===== src/sic_pkg.sv =====
/*
 * Constants, field layout and selector codes of the status indicator control.
 * Assumes a 100 MHz mclk; long counts are overridable at the top module.
 */
package sic_pkg;

    // ****************************************************************
    // Clock and times
    // ****************************************************************
    localparam int CLK_HZ          = 100_000_000;
    localparam int CYC_PER_MS      = CLK_HZ / 1000;
    localparam int HOLD_30_MS      = 30;
    localparam int HOLD_60_MS      = 60;
    localparam int HOLD_100_MS     = 100;
    localparam int HOLD_30_CYC     = HOLD_30_MS * CYC_PER_MS;
    localparam int HOLD_60_CYC     = HOLD_60_MS * CYC_PER_MS;
    localparam int HOLD_100_CYC    = HOLD_100_MS * CYC_PER_MS;
    // Blink half periods, no rate given elsewhere
    localparam int BLINK_FAST_MS   = 50;
    localparam int BLINK_SLOW_MS   = 250;
    localparam int BLINK_FAST_CYC  = BLINK_FAST_MS * CYC_PER_MS;
    localparam int BLINK_SLOW_CYC  = BLINK_SLOW_MS * CYC_PER_MS;
    localparam int CNT_W           = 25;

    // ****************************************************************
    // Register map
    // ****************************************************************
    localparam int              ADDR_W        = 8;
    localparam logic [7:0]      CFG_ADDR      = 8'h14;
    localparam logic [15:0]     CFG_RST       = 16'h0422;
    localparam logic [15:0]     CFG_WMASK     = 16'hfffe;
    localparam int              SEL1_LSB      = 12;
    localparam int              SEL2_LSB      = 8;
    localparam int              SEL3_LSB      = 4;
    localparam int              DUR_LSB       = 2;
    localparam int              STRETCH_BIT   = 1;
    localparam logic [1:0]      RESP_OKAY     = 2'h0;
    localparam logic [1:0]      RESP_SLVERR   = 2'h2;

    // ****************************************************************
    // Selector and duration codes
    // ****************************************************************
    typedef enum logic [3:0] {
        SIC_SEL_SPEED    = 4'h0,
        SIC_SEL_TX       = 4'h1,
        SIC_SEL_RX       = 4'h2,
        SIC_SEL_COL      = 4'h3,
        SIC_SEL_LINK     = 4'h4,
        SIC_SEL_DUPLEX   = 4'h5,
        SIC_SEL_UNUSED_A = 4'h6,
        SIC_SEL_ACT      = 4'h7,
        SIC_SEL_ON       = 4'h8,
        SIC_SEL_OFF      = 4'h9,
        SIC_SEL_FAST     = 4'ha,
        SIC_SEL_SLOW     = 4'hb,
        SIC_SEL_LINK_RX  = 4'hc,
        SIC_SEL_LINK_ACT = 4'hd,
        SIC_SEL_DUP_COL  = 4'he,
        SIC_SEL_UNUSED_B = 4'hf
    } sic_sel_t;

    localparam logic [1:0] DUR_30  = 2'h0;
    localparam logic [1:0] DUR_60  = 2'h1;
    localparam logic [1:0] DUR_100 = 2'h2;

    // Event lines into the stretchers
    localparam int EV_TX  = 0;
    localparam int EV_RX  = 1;
    localparam int EV_COL = 2;
    localparam int EV_ACT = 3;
    localparam int EV_N   = 4;

endpackage


===== src/sic_stretch.sv =====
/*
 * Pulse stretcher: output follows the event and holds for hold_cyc cycles
 * after it ends. Assumes hold_cyc is steady or changes only between events.
 */
module sic_stretch
    import sic_pkg::*;
#(
    parameter int W = CNT_W
) (
    input  wire logic         mclk,
    input  wire logic         rst_n,
    input  wire logic         event_in,
    input  wire logic [W-1:0] hold_cyc,
    output logic              stretched
);

    typedef struct packed {
        logic [W-1:0] cnt;
    } sic_str_state_t;

    sic_str_state_t st_reg;
    sic_str_state_t st_next;

    always_comb begin
        st_next = st_reg;
        if (event_in) begin
            st_next.cnt = hold_cyc;
        end else if (st_reg.cnt != '0) begin
            st_next.cnt = st_reg.cnt - W'(1);
        end
    end

    always_ff @(posedge mclk) begin
        if (!rst_n) begin
            st_reg <= '0;
        end else begin
            st_reg <= st_next;
        end
    end

    assign stretched = event_in | (st_reg.cnt != '0);

endmodule


===== src/sic_blink.sv =====
/*
 * Free running square wave for the blink displays.
 * Assumes HALF_CYC fits in W bits and is at least one.
 */
module sic_blink
    import sic_pkg::*;
#(
    parameter int W        = CNT_W,
    parameter int HALF_CYC = BLINK_FAST_CYC
) (
    input  wire logic mclk,
    input  wire logic rst_n,
    output logic      blink
);

    typedef struct packed {
        logic [W-1:0] cnt;
        logic         lvl;
    } sic_blk_state_t;

    sic_blk_state_t st_reg;
    sic_blk_state_t st_next;

    always_comb begin
        st_next = st_reg;
        if (st_reg.cnt >= W'(HALF_CYC - 1)) begin
            st_next.cnt = '0;
            st_next.lvl = ~st_reg.lvl;
        end else begin
            st_next.cnt = st_reg.cnt + W'(1);
        end
    end

    always_ff @(posedge mclk) begin
        if (!rst_n) begin
            st_reg <= '0;
        end else begin
            st_reg <= st_next;
        end
    end

    assign blink = st_reg.lvl;

endmodule


===== src/sic_top.sv =====
/*
 * Status indicator control: one configuration register on AXI4-Lite picks
 * the source of three lamp outputs, with event stretching and blinking.
 * Assumes status inputs are synchronous to mclk; outputs drive lamp buffers.
 */
// Decided for this implementation: the AXI4-Lite register port.

// How it works
// RULE1: Three 4-bit selectors sit in config bits 15:12, 11:8 and 7:4.
// RULE2: Codes 0 to 5 show speed, transmit, receive, collision, link, duplex.
// RULE3: Speed, link, duplex are continuous; transmit, receive, collision are stretchable.
// RULE4: Code 7 shows receive or transmit activity as a stretchable event.
// RULE5: Codes 8 to 11 force on, off, fast blink, slow blink.
// RULE6: Software never programs codes 6 or 15; the lamp then stays off.
// RULE7: Code 12 is solid on with link up, blinks on receive events.
// RULE8: Code 13 shows link, and activity blinks whatever the link state.
// RULE9: Code 14 is solid on at full duplex, blinks on collisions.
// RULE10: Combined displays always stretch, regardless of the stretch enable bit.
// RULE11: Bits 3:2 choose hold time 30, 60 or 100 ms; 11 reserved.
// RULE12: Bit 1 enables stretching on all lamps, reset value one.
// RULE13: Reset selectors are speed, link, receive; duration field zero.
// RULE14: Software writes zero to bit 0 and ignores it on read.
// RULE15: Fast and slow blink half periods are parameters counted in mclk cycles.
module sic_top
    import sic_pkg::*;
#(
    parameter int HOLD_30   = HOLD_30_CYC,
    parameter int HOLD_60   = HOLD_60_CYC,
    parameter int HOLD_100  = HOLD_100_CYC,
    parameter int BLINK_FST = BLINK_FAST_CYC,
    parameter int BLINK_SLW = BLINK_SLOW_CYC
) (
    input  wire logic              mclk,
    input  wire logic              rst_n,
    input  wire logic [ADDR_W-1:0] s_axi_awaddr,
    input  wire logic [2:0]        s_axi_awprot,
    input  wire logic              s_axi_awvalid,
    output logic                   s_axi_awready,
    input  wire logic [31:0]       s_axi_wdata,
    input  wire logic [3:0]        s_axi_wstrb,
    input  wire logic              s_axi_wvalid,
    output logic                   s_axi_wready,
    output logic [1:0]             s_axi_bresp,
    output logic                   s_axi_bvalid,
    input  wire logic              s_axi_bready,
    input  wire logic [ADDR_W-1:0] s_axi_araddr,
    input  wire logic [2:0]        s_axi_arprot,
    input  wire logic              s_axi_arvalid,
    output logic                   s_axi_arready,
    output logic [31:0]            s_axi_rdata,
    output logic [1:0]             s_axi_rresp,
    output logic                   s_axi_rvalid,
    input  wire logic              s_axi_rready,
    input  wire logic              status_speed,
    input  wire logic              status_tx,
    input  wire logic              status_rx,
    input  wire logic              status_col,
    input  wire logic              status_link,
    input  wire logic              status_duplex,
    output logic                   first_indicator,
    output logic                   second_indicator,
    output logic                   third_indicator
);

    // ****************************************************************
    // State
    // ****************************************************************
    typedef struct packed {
        logic [15:0]       cfg;
        logic              aw_got;
        logic              w_got;
        logic [ADDR_W-1:0] awaddr;
        logic [15:0]       wdata;
        logic [1:0]        wstrb;
        logic              awready;
        logic              wready;
        logic              bvalid;
        logic [1:0]        bresp;
        logic              arready;
        logic              rvalid;
        logic [15:0]       rdata;
        logic [1:0]        rresp;
        logic [2:0]        ind;
    } sic_state_t;

    sic_state_t st_reg;
    sic_state_t st_next;

    logic [EV_N-1:0]  ev_raw;
    logic [EV_N-1:0]  ev_str;
    logic [CNT_W-1:0] hold_sel;
    logic             blink_fast;
    logic             blink_slow;
    logic             stretch_en;

    // ****************************************************************
    // Functions
    // ****************************************************************
    function automatic logic [CNT_W-1:0] hold_of(input logic [1:0] dur);
        case (dur)
            DUR_30:  hold_of = CNT_W'(HOLD_30);   // see RULE11
            DUR_60:  hold_of = CNT_W'(HOLD_60);
            DUR_100: hold_of = CNT_W'(HOLD_100);
            default: hold_of = CNT_W'(HOLD_100);  // Reserved code, longest hold
        endcase
    endfunction

    function automatic logic lamp_of(input logic [3:0] sel);
        logic [EV_N-1:0] ev;
        lamp_of = 1'b0;
        ev = stretch_en ? ev_str : ev_raw;        // see RULE12
        case (sel)
            SIC_SEL_SPEED:    lamp_of = status_speed;   // see RULE2 RULE3
            SIC_SEL_TX:       lamp_of = ev[EV_TX];      // see RULE3
            SIC_SEL_RX:       lamp_of = ev[EV_RX];
            SIC_SEL_COL:      lamp_of = ev[EV_COL];
            SIC_SEL_LINK:     lamp_of = status_link;
            SIC_SEL_DUPLEX:   lamp_of = status_duplex;
            SIC_SEL_ACT:      lamp_of = ev[EV_ACT];     // see RULE4
            SIC_SEL_ON:       lamp_of = 1'b1;           // see RULE5
            SIC_SEL_OFF:      lamp_of = 1'b0;
            SIC_SEL_FAST:     lamp_of = blink_fast;     // see RULE15
            SIC_SEL_SLOW:     lamp_of = blink_slow;
            // Combined: primary level, inverted by blink while the event lasts
            SIC_SEL_LINK_RX:  lamp_of = status_link ^ (ev_str[EV_RX] & blink_fast);    // see RULE7 RULE10
            SIC_SEL_LINK_ACT: lamp_of = status_link ^ (ev_str[EV_ACT] & blink_fast);   // see RULE8 RULE10
            SIC_SEL_DUP_COL:  lamp_of = status_duplex ^ (ev_str[EV_COL] & blink_fast); // see RULE9 RULE10
            default:          lamp_of = 1'b0;           // see RULE6
        endcase
    endfunction

    // ****************************************************************
    // Event stretchers and blink sources
    // ****************************************************************
    assign ev_raw[EV_TX]  = status_tx;
    assign ev_raw[EV_RX]  = status_rx;
    assign ev_raw[EV_COL] = status_col;
    assign ev_raw[EV_ACT] = status_tx | status_rx;
    assign hold_sel       = hold_of(st_reg.cfg[DUR_LSB +: 2]);
    assign stretch_en     = st_reg.cfg[STRETCH_BIT];

    for (genvar i = 0; i < EV_N; i++) begin : g_str
        sic_stretch #(
            .W         (CNT_W)
        ) u_str (
            .mclk      (mclk),
            .rst_n     (rst_n),
            .event_in  (ev_raw[i]),
            .hold_cyc  (hold_sel),
            .stretched (ev_str[i])
        );
    end

    sic_blink #(
        .W        (CNT_W),
        .HALF_CYC (BLINK_FST)
    ) u_fast (
        .mclk     (mclk),
        .rst_n    (rst_n),
        .blink    (blink_fast)
    );

    sic_blink #(
        .W        (CNT_W),
        .HALF_CYC (BLINK_SLW)
    ) u_slow (
        .mclk     (mclk),
        .rst_n    (rst_n),
        .blink    (blink_slow)
    );

    // ****************************************************************
    // Next state
    // ****************************************************************
    always_comb begin
        st_next = st_reg;
        // Write address and data are taken in either order
        if (s_axi_awvalid && st_reg.awready) begin
            st_next.aw_got  = 1'b1;
            st_next.awaddr  = s_axi_awaddr;
            st_next.awready = 1'b0;
        end
        if (s_axi_wvalid && st_reg.wready) begin
            st_next.w_got  = 1'b1;
            st_next.wdata  = s_axi_wdata[15:0];
            st_next.wstrb  = s_axi_wstrb[1:0];
            st_next.wready = 1'b0;
        end
        if (st_reg.aw_got && st_reg.w_got) begin
            st_next.aw_got = 1'b0;
            st_next.w_got  = 1'b0;
            st_next.bvalid = 1'b1;
            st_next.bresp  = RESP_SLVERR;
            if (st_reg.awaddr[ADDR_W-1:2] == CFG_ADDR[ADDR_W-1:2]) begin
                st_next.bresp = RESP_OKAY;
                for (int b = 0; b < 2; b++) begin
                    if (st_reg.wstrb[b]) begin
                        st_next.cfg[b*8 +: 8] = st_reg.wdata[b*8 +: 8];
                    end
                end
                st_next.cfg = st_next.cfg & CFG_WMASK;  // see RULE14
            end
        end
        if (st_reg.bvalid && s_axi_bready) begin
            st_next.bvalid  = 1'b0;
            st_next.awready = 1'b1;
            st_next.wready  = 1'b1;
        end
        if (s_axi_arvalid && st_reg.arready) begin
            st_next.arready = 1'b0;
            st_next.rvalid  = 1'b1;
            st_next.rdata   = '0;
            st_next.rresp   = RESP_SLVERR;
            if (s_axi_araddr[ADDR_W-1:2] == CFG_ADDR[ADDR_W-1:2]) begin
                st_next.rdata = st_reg.cfg;
                st_next.rresp = RESP_OKAY;
            end
        end
        if (st_reg.rvalid && s_axi_rready) begin
            st_next.rvalid  = 1'b0;
            st_next.arready = 1'b1;
        end
        st_next.ind[0] = lamp_of(st_reg.cfg[SEL1_LSB +: 4]);  // see RULE1
        st_next.ind[1] = lamp_of(st_reg.cfg[SEL2_LSB +: 4]);
        st_next.ind[2] = lamp_of(st_reg.cfg[SEL3_LSB +: 4]);
    end

    always_ff @(posedge mclk) begin
        if (!rst_n) begin
            st_reg         <= '0;
            st_reg.cfg     <= CFG_RST;  // see RULE13
            st_reg.awready <= 1'b1;
            st_reg.wready  <= 1'b1;
            st_reg.arready <= 1'b1;
        end else begin
            st_reg <= st_next;
        end
    end

    assign s_axi_awready    = st_reg.awready;
    assign s_axi_wready     = st_reg.wready;
    assign s_axi_bvalid     = st_reg.bvalid;
    assign s_axi_bresp      = st_reg.bresp;
    assign s_axi_arready    = st_reg.arready;
    assign s_axi_rvalid     = st_reg.rvalid;
    assign s_axi_rresp      = st_reg.rresp;
    assign s_axi_rdata      = {16'h0000, st_reg.rdata};
    assign first_indicator  = st_reg.ind[0];
    assign second_indicator = st_reg.ind[1];
    assign third_indicator  = st_reg.ind[2];

    // ****************************************************************
    // Assertions
    // ****************************************************************
    property p_reset_cfg;
        @(posedge mclk) disable iff (!rst_n)
        $rose(rst_n) |-> st_reg.cfg == CFG_RST;
    endproperty
    a_reset_cfg: assert property (p_reset_cfg) else $error("config reset value wrong"); // see RULE13

    property p_link_first;
        @(posedge mclk) disable iff (!rst_n)
        st_reg.cfg[SEL1_LSB +: 4] == SIC_SEL_LINK |=> first_indicator == $past(status_link);
    endproperty
    a_link_first: assert property (p_link_first) else $error("link display wrong"); // see RULE2

    property p_force_on;
        @(posedge mclk) disable iff (!rst_n)
        st_reg.cfg[SEL2_LSB +: 4] == SIC_SEL_ON [*2] |-> second_indicator;
    endproperty
    a_force_on: assert property (p_force_on) else $error("forced on lamp dark"); // see RULE5

    property p_force_off;
        @(posedge mclk) disable iff (!rst_n)
        st_reg.cfg[SEL3_LSB +: 4] == SIC_SEL_OFF |=> !third_indicator;
    endproperty
    a_force_off: assert property (p_force_off) else $error("forced off lamp lit"); // see RULE5

    property p_tx_stretch;
        @(posedge mclk) disable iff (!rst_n)
        (st_reg.cfg[SEL3_LSB +: 4] == SIC_SEL_TX && stretch_en && $fell(status_tx))
            |=> third_indicator;
    endproperty
    a_tx_stretch: assert property (p_tx_stretch) else $error("tx event not held"); // see RULE3

    property p_tx_raw;
        @(posedge mclk) disable iff (!rst_n)
        (st_reg.cfg[SEL1_LSB +: 4] == SIC_SEL_TX && !stretch_en)
            |=> first_indicator == $past(status_tx);
    endproperty
    a_tx_raw: assert property (p_tx_raw) else $error("tx shown stretched while disabled"); // see RULE12

    property p_act_raw;
        @(posedge mclk) disable iff (!rst_n)
        (st_reg.cfg[SEL2_LSB +: 4] == SIC_SEL_ACT && !stretch_en)
            |=> second_indicator == ($past(status_tx) | $past(status_rx));
    endproperty
    a_act_raw: assert property (p_act_raw) else $error("activity display wrong"); // see RULE4

    property p_link_rx_solid;
        @(posedge mclk) disable iff (!rst_n)
        (st_reg.cfg[SEL1_LSB +: 4] == SIC_SEL_LINK_RX && status_link && !ev_str[EV_RX])
            |=> first_indicator;
    endproperty
    a_link_rx_solid: assert property (p_link_rx_solid) else $error("link lamp not solid"); // see RULE7

    property p_act_blinks_down;
        @(posedge mclk) disable iff (!rst_n)
        (st_reg.cfg[SEL2_LSB +: 4] == SIC_SEL_LINK_ACT && !status_link && !stretch_en
            && ev_str[EV_ACT] && blink_fast) |=> second_indicator;
    endproperty
    a_act_blinks_down: assert property (p_act_blinks_down) else $error("activity blink lost"); // see RULE8 RULE10

    property p_dup_col;
        @(posedge mclk) disable iff (!rst_n)
        (st_reg.cfg[SEL3_LSB +: 4] == SIC_SEL_DUP_COL && !status_duplex && !ev_str[EV_COL])
            |=> !third_indicator;
    endproperty
    a_dup_col: assert property (p_dup_col) else $error("half duplex lamp lit"); // see RULE9

    property p_hold_sel;
        @(posedge mclk) disable iff (!rst_n)
        st_reg.cfg[DUR_LSB +: 2] == DUR_60 |-> hold_sel == CNT_W'(HOLD_60);
    endproperty
    a_hold_sel: assert property (p_hold_sel) else $error("hold time select wrong"); // see RULE11

    property p_fast_blink;
        @(posedge mclk) disable iff (!rst_n)
        st_reg.cfg[SEL1_LSB +: 4] == SIC_SEL_FAST |=> first_indicator == $past(blink_fast);
    endproperty
    a_fast_blink: assert property (p_fast_blink) else $error("fast blink not shown"); // see RULE15

    property p_bvalid_holds;
        @(posedge mclk) disable iff (!rst_n)
        s_axi_bvalid |=> (s_axi_bvalid && $stable(s_axi_bresp)) || $past(s_axi_bready);
    endproperty
    a_bvalid_holds: assert property (p_bvalid_holds) else $error("write response dropped");

endmodule


===== config.mk =====
export PLATFORM = sky130hd
export DESIGN_NAME = sic_top
export DESIGN_NICKNAME = d
export VERILOG_FILES = /design/src/sic_pkg.sv /design/src/sic_stretch.sv /design/src/sic_blink.sv /design/src/sic_top.sv
export SDC_FILE = /design/constraint.sdc
export NUM_CORES = 1
export LEC_CHECK = 0
export ABC_AREA = 1
export BUFFER_PORTS_ARGS = -buffer_cell sky130_fd_sc_hd__buf_4
export CAP_MARGIN = 20
export CORE_ASPECT_RATIO = 1.4
export CORE_UTILIZATION = 50
export DETAILED_ROUTE_END_ITERATION = 10
export PLACE_DENSITY_LB_ADDON = 0.12
export SYNTH_ARGS = -nofsm -noshare
export SYNTH_HDL_FRONTEND = slang
export SYNTH_HIERARCHICAL = 1
export SYNTH_SLANG_ARGS = --single-unit

===== constraint.sdc =====
create_clock -name mclk -period 3.6 [get_ports mclk]
set_input_delay 0.54 -clock mclk [delete_from_list [all_inputs] [get_ports mclk]]
set_output_delay 0.54 -clock mclk [all_outputs]
set_load 0.05 [all_outputs]

Yosys cells after proc, flatten, opt, wreduce, memory -nomap -nowiden
Cells that the tools add are included.
W data, S select, Z words.

word-level totals
  register bits = 223
  output and inout port bits = 44
  input port bits = 71
  logic and storage cells = 125

cells by class
  multiplexer cells = 15
  add/sub/neg operators = 6
  equality and inequality tests = 39
  bitwise gates (word level) = 14
  reduce and logical (&&, ||, !) cells = 25
  order comparisons = 2

operators with widths
  cell                     number
  $mux W25                 8
  $reduce_bool A25 Y1      4
  $sub A25 B1 Y25 const B  4
  $eq A4 B4 Y1 const B     18
  $add A25 B1 Y25 const B  2
  $pmux W24 S2             1
  $pmux W1 S13             3
  $eq A4 B3 Y1 const B     9
  $ge A25 B23 Y1 const B   1
  $ge A25 B25 Y1 const B   1
  $eq A4 B2 Y1 const B     6
  $mux W18                 1
  $eq A4 B1 Y1 const B     3
  $eq A6 B3 Y1 const B     2
  $logic_not A4 Y1         3
  $reduce_or A2 Y1         5
  $reduce_bool A2 Y1       4
  $logic_and A1 B1 Y1      6
  $reduce_and A3 Y1        2
  $or A1 B1 Y1             5
  $mux W4                  1
  $and A1 B1 Y1            3
  $not A1 Y1               3
  $xor A1 B1 Y1            3
  other kinds (3)          3

Longest topological paths before layout
  depth in word-level cells = 5
  depth in mapped cells = 16
  mapped depth without buffers = 15

Hierarchy
The synthesis kept the hierarchy.

modules (own cells, without submodules)
  module              times used  cells an instance  sequential area each (µm²)  area an instance (µm²)
  sic_stretch         4           284                500.5                       1724.2
  sic_top             1           501                1301.2                      3290.7
  sic_blink (u_slow)  1           214                520.5                       1460.2
  sic_blink (u_fast)  1           198                520.5                       1391.3

Worst setup path after synthesis
No wires, ideal clock.

  path kind = in2reg
  start point = in status_tx
  end point = reg st_reg (netlist bit first_indicator)
  data required time = 3.472 ns
  arrival time = 1.712 ns
  library setup time = 0.128 ns
  stages = 15
  path buffers = 1
  setup slack = 1.760 ns
  cell sequence = inv_1 > nand2_1 > buf_2 > nor2_1 > nand3_1 > nor2_2 > nand3_4 > nand3_1 > nand2_1 > nand2_1 > nand2_1 > nor2_1 > nand2_1 > nor2_1 > nor2_1

between the ends
  word-level cells in the longest chain between the ends = 5
  elaborated cells on any way between the ends = 7
  classes of those cells = mux (2); bitwise (5)

RTL lines
  element                 line               source
  start: declaration      sic_top.sv:55      input wire logic status_tx,
  $or A1 B1 Y1 (*)        sic_top.sv:138     assign ev_raw[EV_ACT] = status_tx | status_rx;
  via ev_raw[3]           sic_top.sv:89      logic [EV_N-1:0] ev_raw;
  $or A1 B1 Y1 (*)        sic_stretch.sv:41  assign stretched = event_in | (st_reg.cnt != '0);
  via ev_str[3]           sic_top.sv:90      logic [EV_N-1:0] ev_str;
  $and A1 B1 Y1           sic_top.sv:126     SIC_SEL_LINK_ACT: lamp_of = status_link ^ (ev_str[EV_ACT] & blink_fast);
  $xor A1 B1 Y1           sic_top.sv:126
  $pmux W1 S13 (*)        sic_top.sv:112     case (sel)
  end signal: assignment  sic_top.sv:236     st_reg <= st_next;
  end: declaration        sic_top.sv:86      sic_state_t st_reg;

The timed path passes the listed nets; every way through them passes the cells marked *.
A chain may end at the register's enable or synchronous reset.

Worst setup path in the final report
Same ends and word-level chain as after synthesis.

==> results by group <==
GRT
  – Number of antenna violations at the first check in global routing: 0
  – Number of global-route vias before repair: roughly 11,000
  – Grt ovf: 0
  – GR Util All Layers: between 20 and 25%
  – Global-route wire length before repair: 51,400 um
  – Pin count of the biggest net entering global routing: 47

STA
  – Worst slew margin: 28.9%
  – Fin Setup TNS: 0 ns
  – Min Tclk post-route: about 2.2 ns
  – Number of hold-slack violations in the final timing report: 0
  – Slew @ Worst Pin: 1.06 ns
  – Pins over their slew limit: 0
  – Upper clock frequency limit: 0.463 GHz
  – Total setup violations reported at the end of the flow: 0
  – Setup skew after layout: 0.0285 ns
  – Period Utilization, post-route: 60.0%
  – Setup repair after global routing missed its margin: false

Clock network
  – Postcts setup bufs: 0
  – Insertion delay to the later sink of the worst-skew pair: 0.54 ns
  – Clock Tree Root: clkbuf_16
  – Clock tree from TritonCTS: yes
  – CTS buffer count: 24
  – # hold bufs at CTS: 0
  – Clk sink count: roughly 220
  – H-tree depth: 1
  – Clock transition time at the flip-flop clock pins of the worst setup and hold paths: 0.06 ns
  – Worst-case clock buffer depth: 3
  – Resized cells post-CTS: 0

Route
  – Total number of vias: 12,300
  – First-pass detailed-route iteration total: 8
  – Post-route DRC: 4
  – Violation count after the first detailed-routing iteration: just over 600
  – Wire length reported by the detailed router: 30,600 um
  – Per-cell via count in the routed design: 4.98
  – Post-DRT Antenna Nets: 0
  – Per-cell routed wire length: approximately 12 um

Yosys
  – Mapped Cells: 2,049
  – Primary FF master, synth: dfxtp_1
  – Total of warnings raised by yosys: 6
  – Register bit count reported by yosys: 217
  – Fraction of registers with async set or reset after synthesis: 0%
  – Part of the Yosys area used for sequential elements: 33.3%
  – Mapped cell area: 0.0130 mm^2
  – Number of synthesized flops with an enable pin: 0
  – Mean cell area of the mapped netlist: 6.36 um^2
  – Netlist cell types: 46

Flow run
  – Total of max-cap violations: 0

Die
  – Initial core utilization: 51.2%
  – Vertical die dimension: 193 um
  – Chip width: 138 um
  – Core footprint: 0.0255 mm^2
  – Count of pins on the block boundary: 115
  – Placement row count: 69
  – Die Footprint: 0.0267 mm^2

Layout
  – Commonest non-fill, non-tap cell in the layout: nor2_1
  – Most used cells in the layout excluding fill and tap cells: nor2_1 (493), nand2_1 (462), dfxtp_1 (217)
  – Non-Filler Instances: roughly 2,500
  – Final core utilization: 56.3%
  – Final instance area: 0.0144 mm^2
  – Layout cell share with drive strength beyond 1: 9.97%
  – Final nets: 2,209
  – Largest register FFs: 100
  – Count of antenna diodes in the layout: 0
  – Synthesis-to-finish area growth: 10.1%

Power
  – Leak Pwr: about 0.0064 uW
  – Maximum vdd drop: 0.000592 V
  – Power per unit of standard cell area: between 400 and 500 mW/mm^2
  – Total design power: just under 6000 uW

Placed design
  – Total cell area at the placement stage: 0.0136 mm^2
  – Total half-perimeter wirelength after legalization and detailed placement: approximately 22,000 um
  – Routability cong.: roughly 0.9
  – Number of placed instances, taps included: 2,421
  – Total of buffers placed on input and output ports: 66

Hold path
  – Hold Path Class: in2reg

Critical path
  – CP Data Arrival Time: around 2.6 ns
  – Cell with the biggest individual delay on the critical path: nand2_1
  – Category of the worst setup path capture point: register
  – Delay-heaviest family, CP: simple AND/OR/NAND/NOR gates
  – Required time reported for the critical path endpoint: about 4 ns
  – Critical Path Fanout Max: 18
  – Kind of launch point of the worst setup path: input pin
  – Path type of the worst setup path: in2reg
  – Cells along the critical path: buf_4 > inv_1 > nand2_1 > nor2_1 > nand3_1 > nor2_2 > nand3_4 > nand3_1 > nand2_1 > nand2_1 > nand2_1 > nor2_1 > nand2_1 > nor2_1 > nor2_1
  – Largest stage delay on the critical path: 0.38 ns
  – Count of buffer and inverter cells on the critical path: 2
  – Cell with the most instances on the worst path: nand2_1

Status
  – Violated checks: design-rule violations
  – Run status: complete, but fails checks
## Yosys cell counts, types with 17 or more instances
master,n,area [um^2]
nor2_1,493,1850
nand2_1,462,1730
dfxtp_1,217,4340
inv_1,212,796
nand3_1,157,786
a21oi_1,85,425
o21ai_0,76,380
nand4_1,41,257
buf_4,40,300
nor2_2,36,225
xor2_1,28,245
o211ai_1,20,150
clkbuf_1,17,63.8
xnor2_1,17,149
## metal layers
metal	global-route usage [%]	up-vias	part of all wire, %
li1	-	6526	-
met1	26.7	5476	44
met2	43.3	225	50
met3	2.64	54	3.5
met4	8.25	0	2.7
met5	0	-	0
## cells by family after synthesis
logic type               synth area share, %
AO/OA/AOI/OAI                           8.20
XOR/XNOR                                3.02
adder cells (fa/ha/maj)                0.960
buffers and inverters                   11.5
flip-flops                              33.3
other                                 0.0864
AND/OR/NAND/NOR                         42.9
## where the power goes
part / total (uW) / internal, uW / switching, uW
registers: 2630 / 2520 / 109
clock network: 2440 / 1400 / 1050
logic: 891 / 285 / 606
total: 5960 / 4200 / 1760
## worst paths after layout
path                        startpoint              end  slack, ns  cells past startpoint
max                          status_tx  first_indicator       1.44                     15
min                       s_axi_rready    s_axi_arready       0.23                      3
max reg2reg  g_str[0].u_str/st_reg[14]  first_indicator       1.68                     12
min reg2reg                 st_reg[49]       st_reg[49]       0.45                      2
## worst reg2reg max path: stages, from the launching register on
cell and delay [ns]:
dfxtp_1 0.35, nor2_2 0.16, nand2_2 0.09, nor2_4 0.20, nand3_4 0.20, nand2_1 0.11
o21ai_0 0.20, nand2_1 0.13, nand2_1 0.07, nor2_1 0.08, nand2_1 0.06, nor2_1 0.11
nor2_1 0.05
## through the flow
stage | hold WS, ns | setup slack, ns
5_1_grt | 0.228 | 1.16
6_report | 0.234 | 1.44
2_1_floorplan | 0.429 | 1.76
3_5_place_dp | 0.445 | 0.881
3_3_place_gp | 0.438 | 0.922
4_1_cts | 0.209 | 1.44
## final cells by class
| class | instances | area [um^2] |
|---|---|---|
| clock buffer | 32 | 671 |
| clock inverter | 12 | 115 |
| fill | 2568 | 11100 |
| inverter | 217 | 815 |
| multi-input combinational | 1593 | 7440 |
| sequential | 217 | 4340 |
| tap | 319 | 399 |
| timing repair buffer | 75 | 563 |
Power figures use the tool's default switching activity.
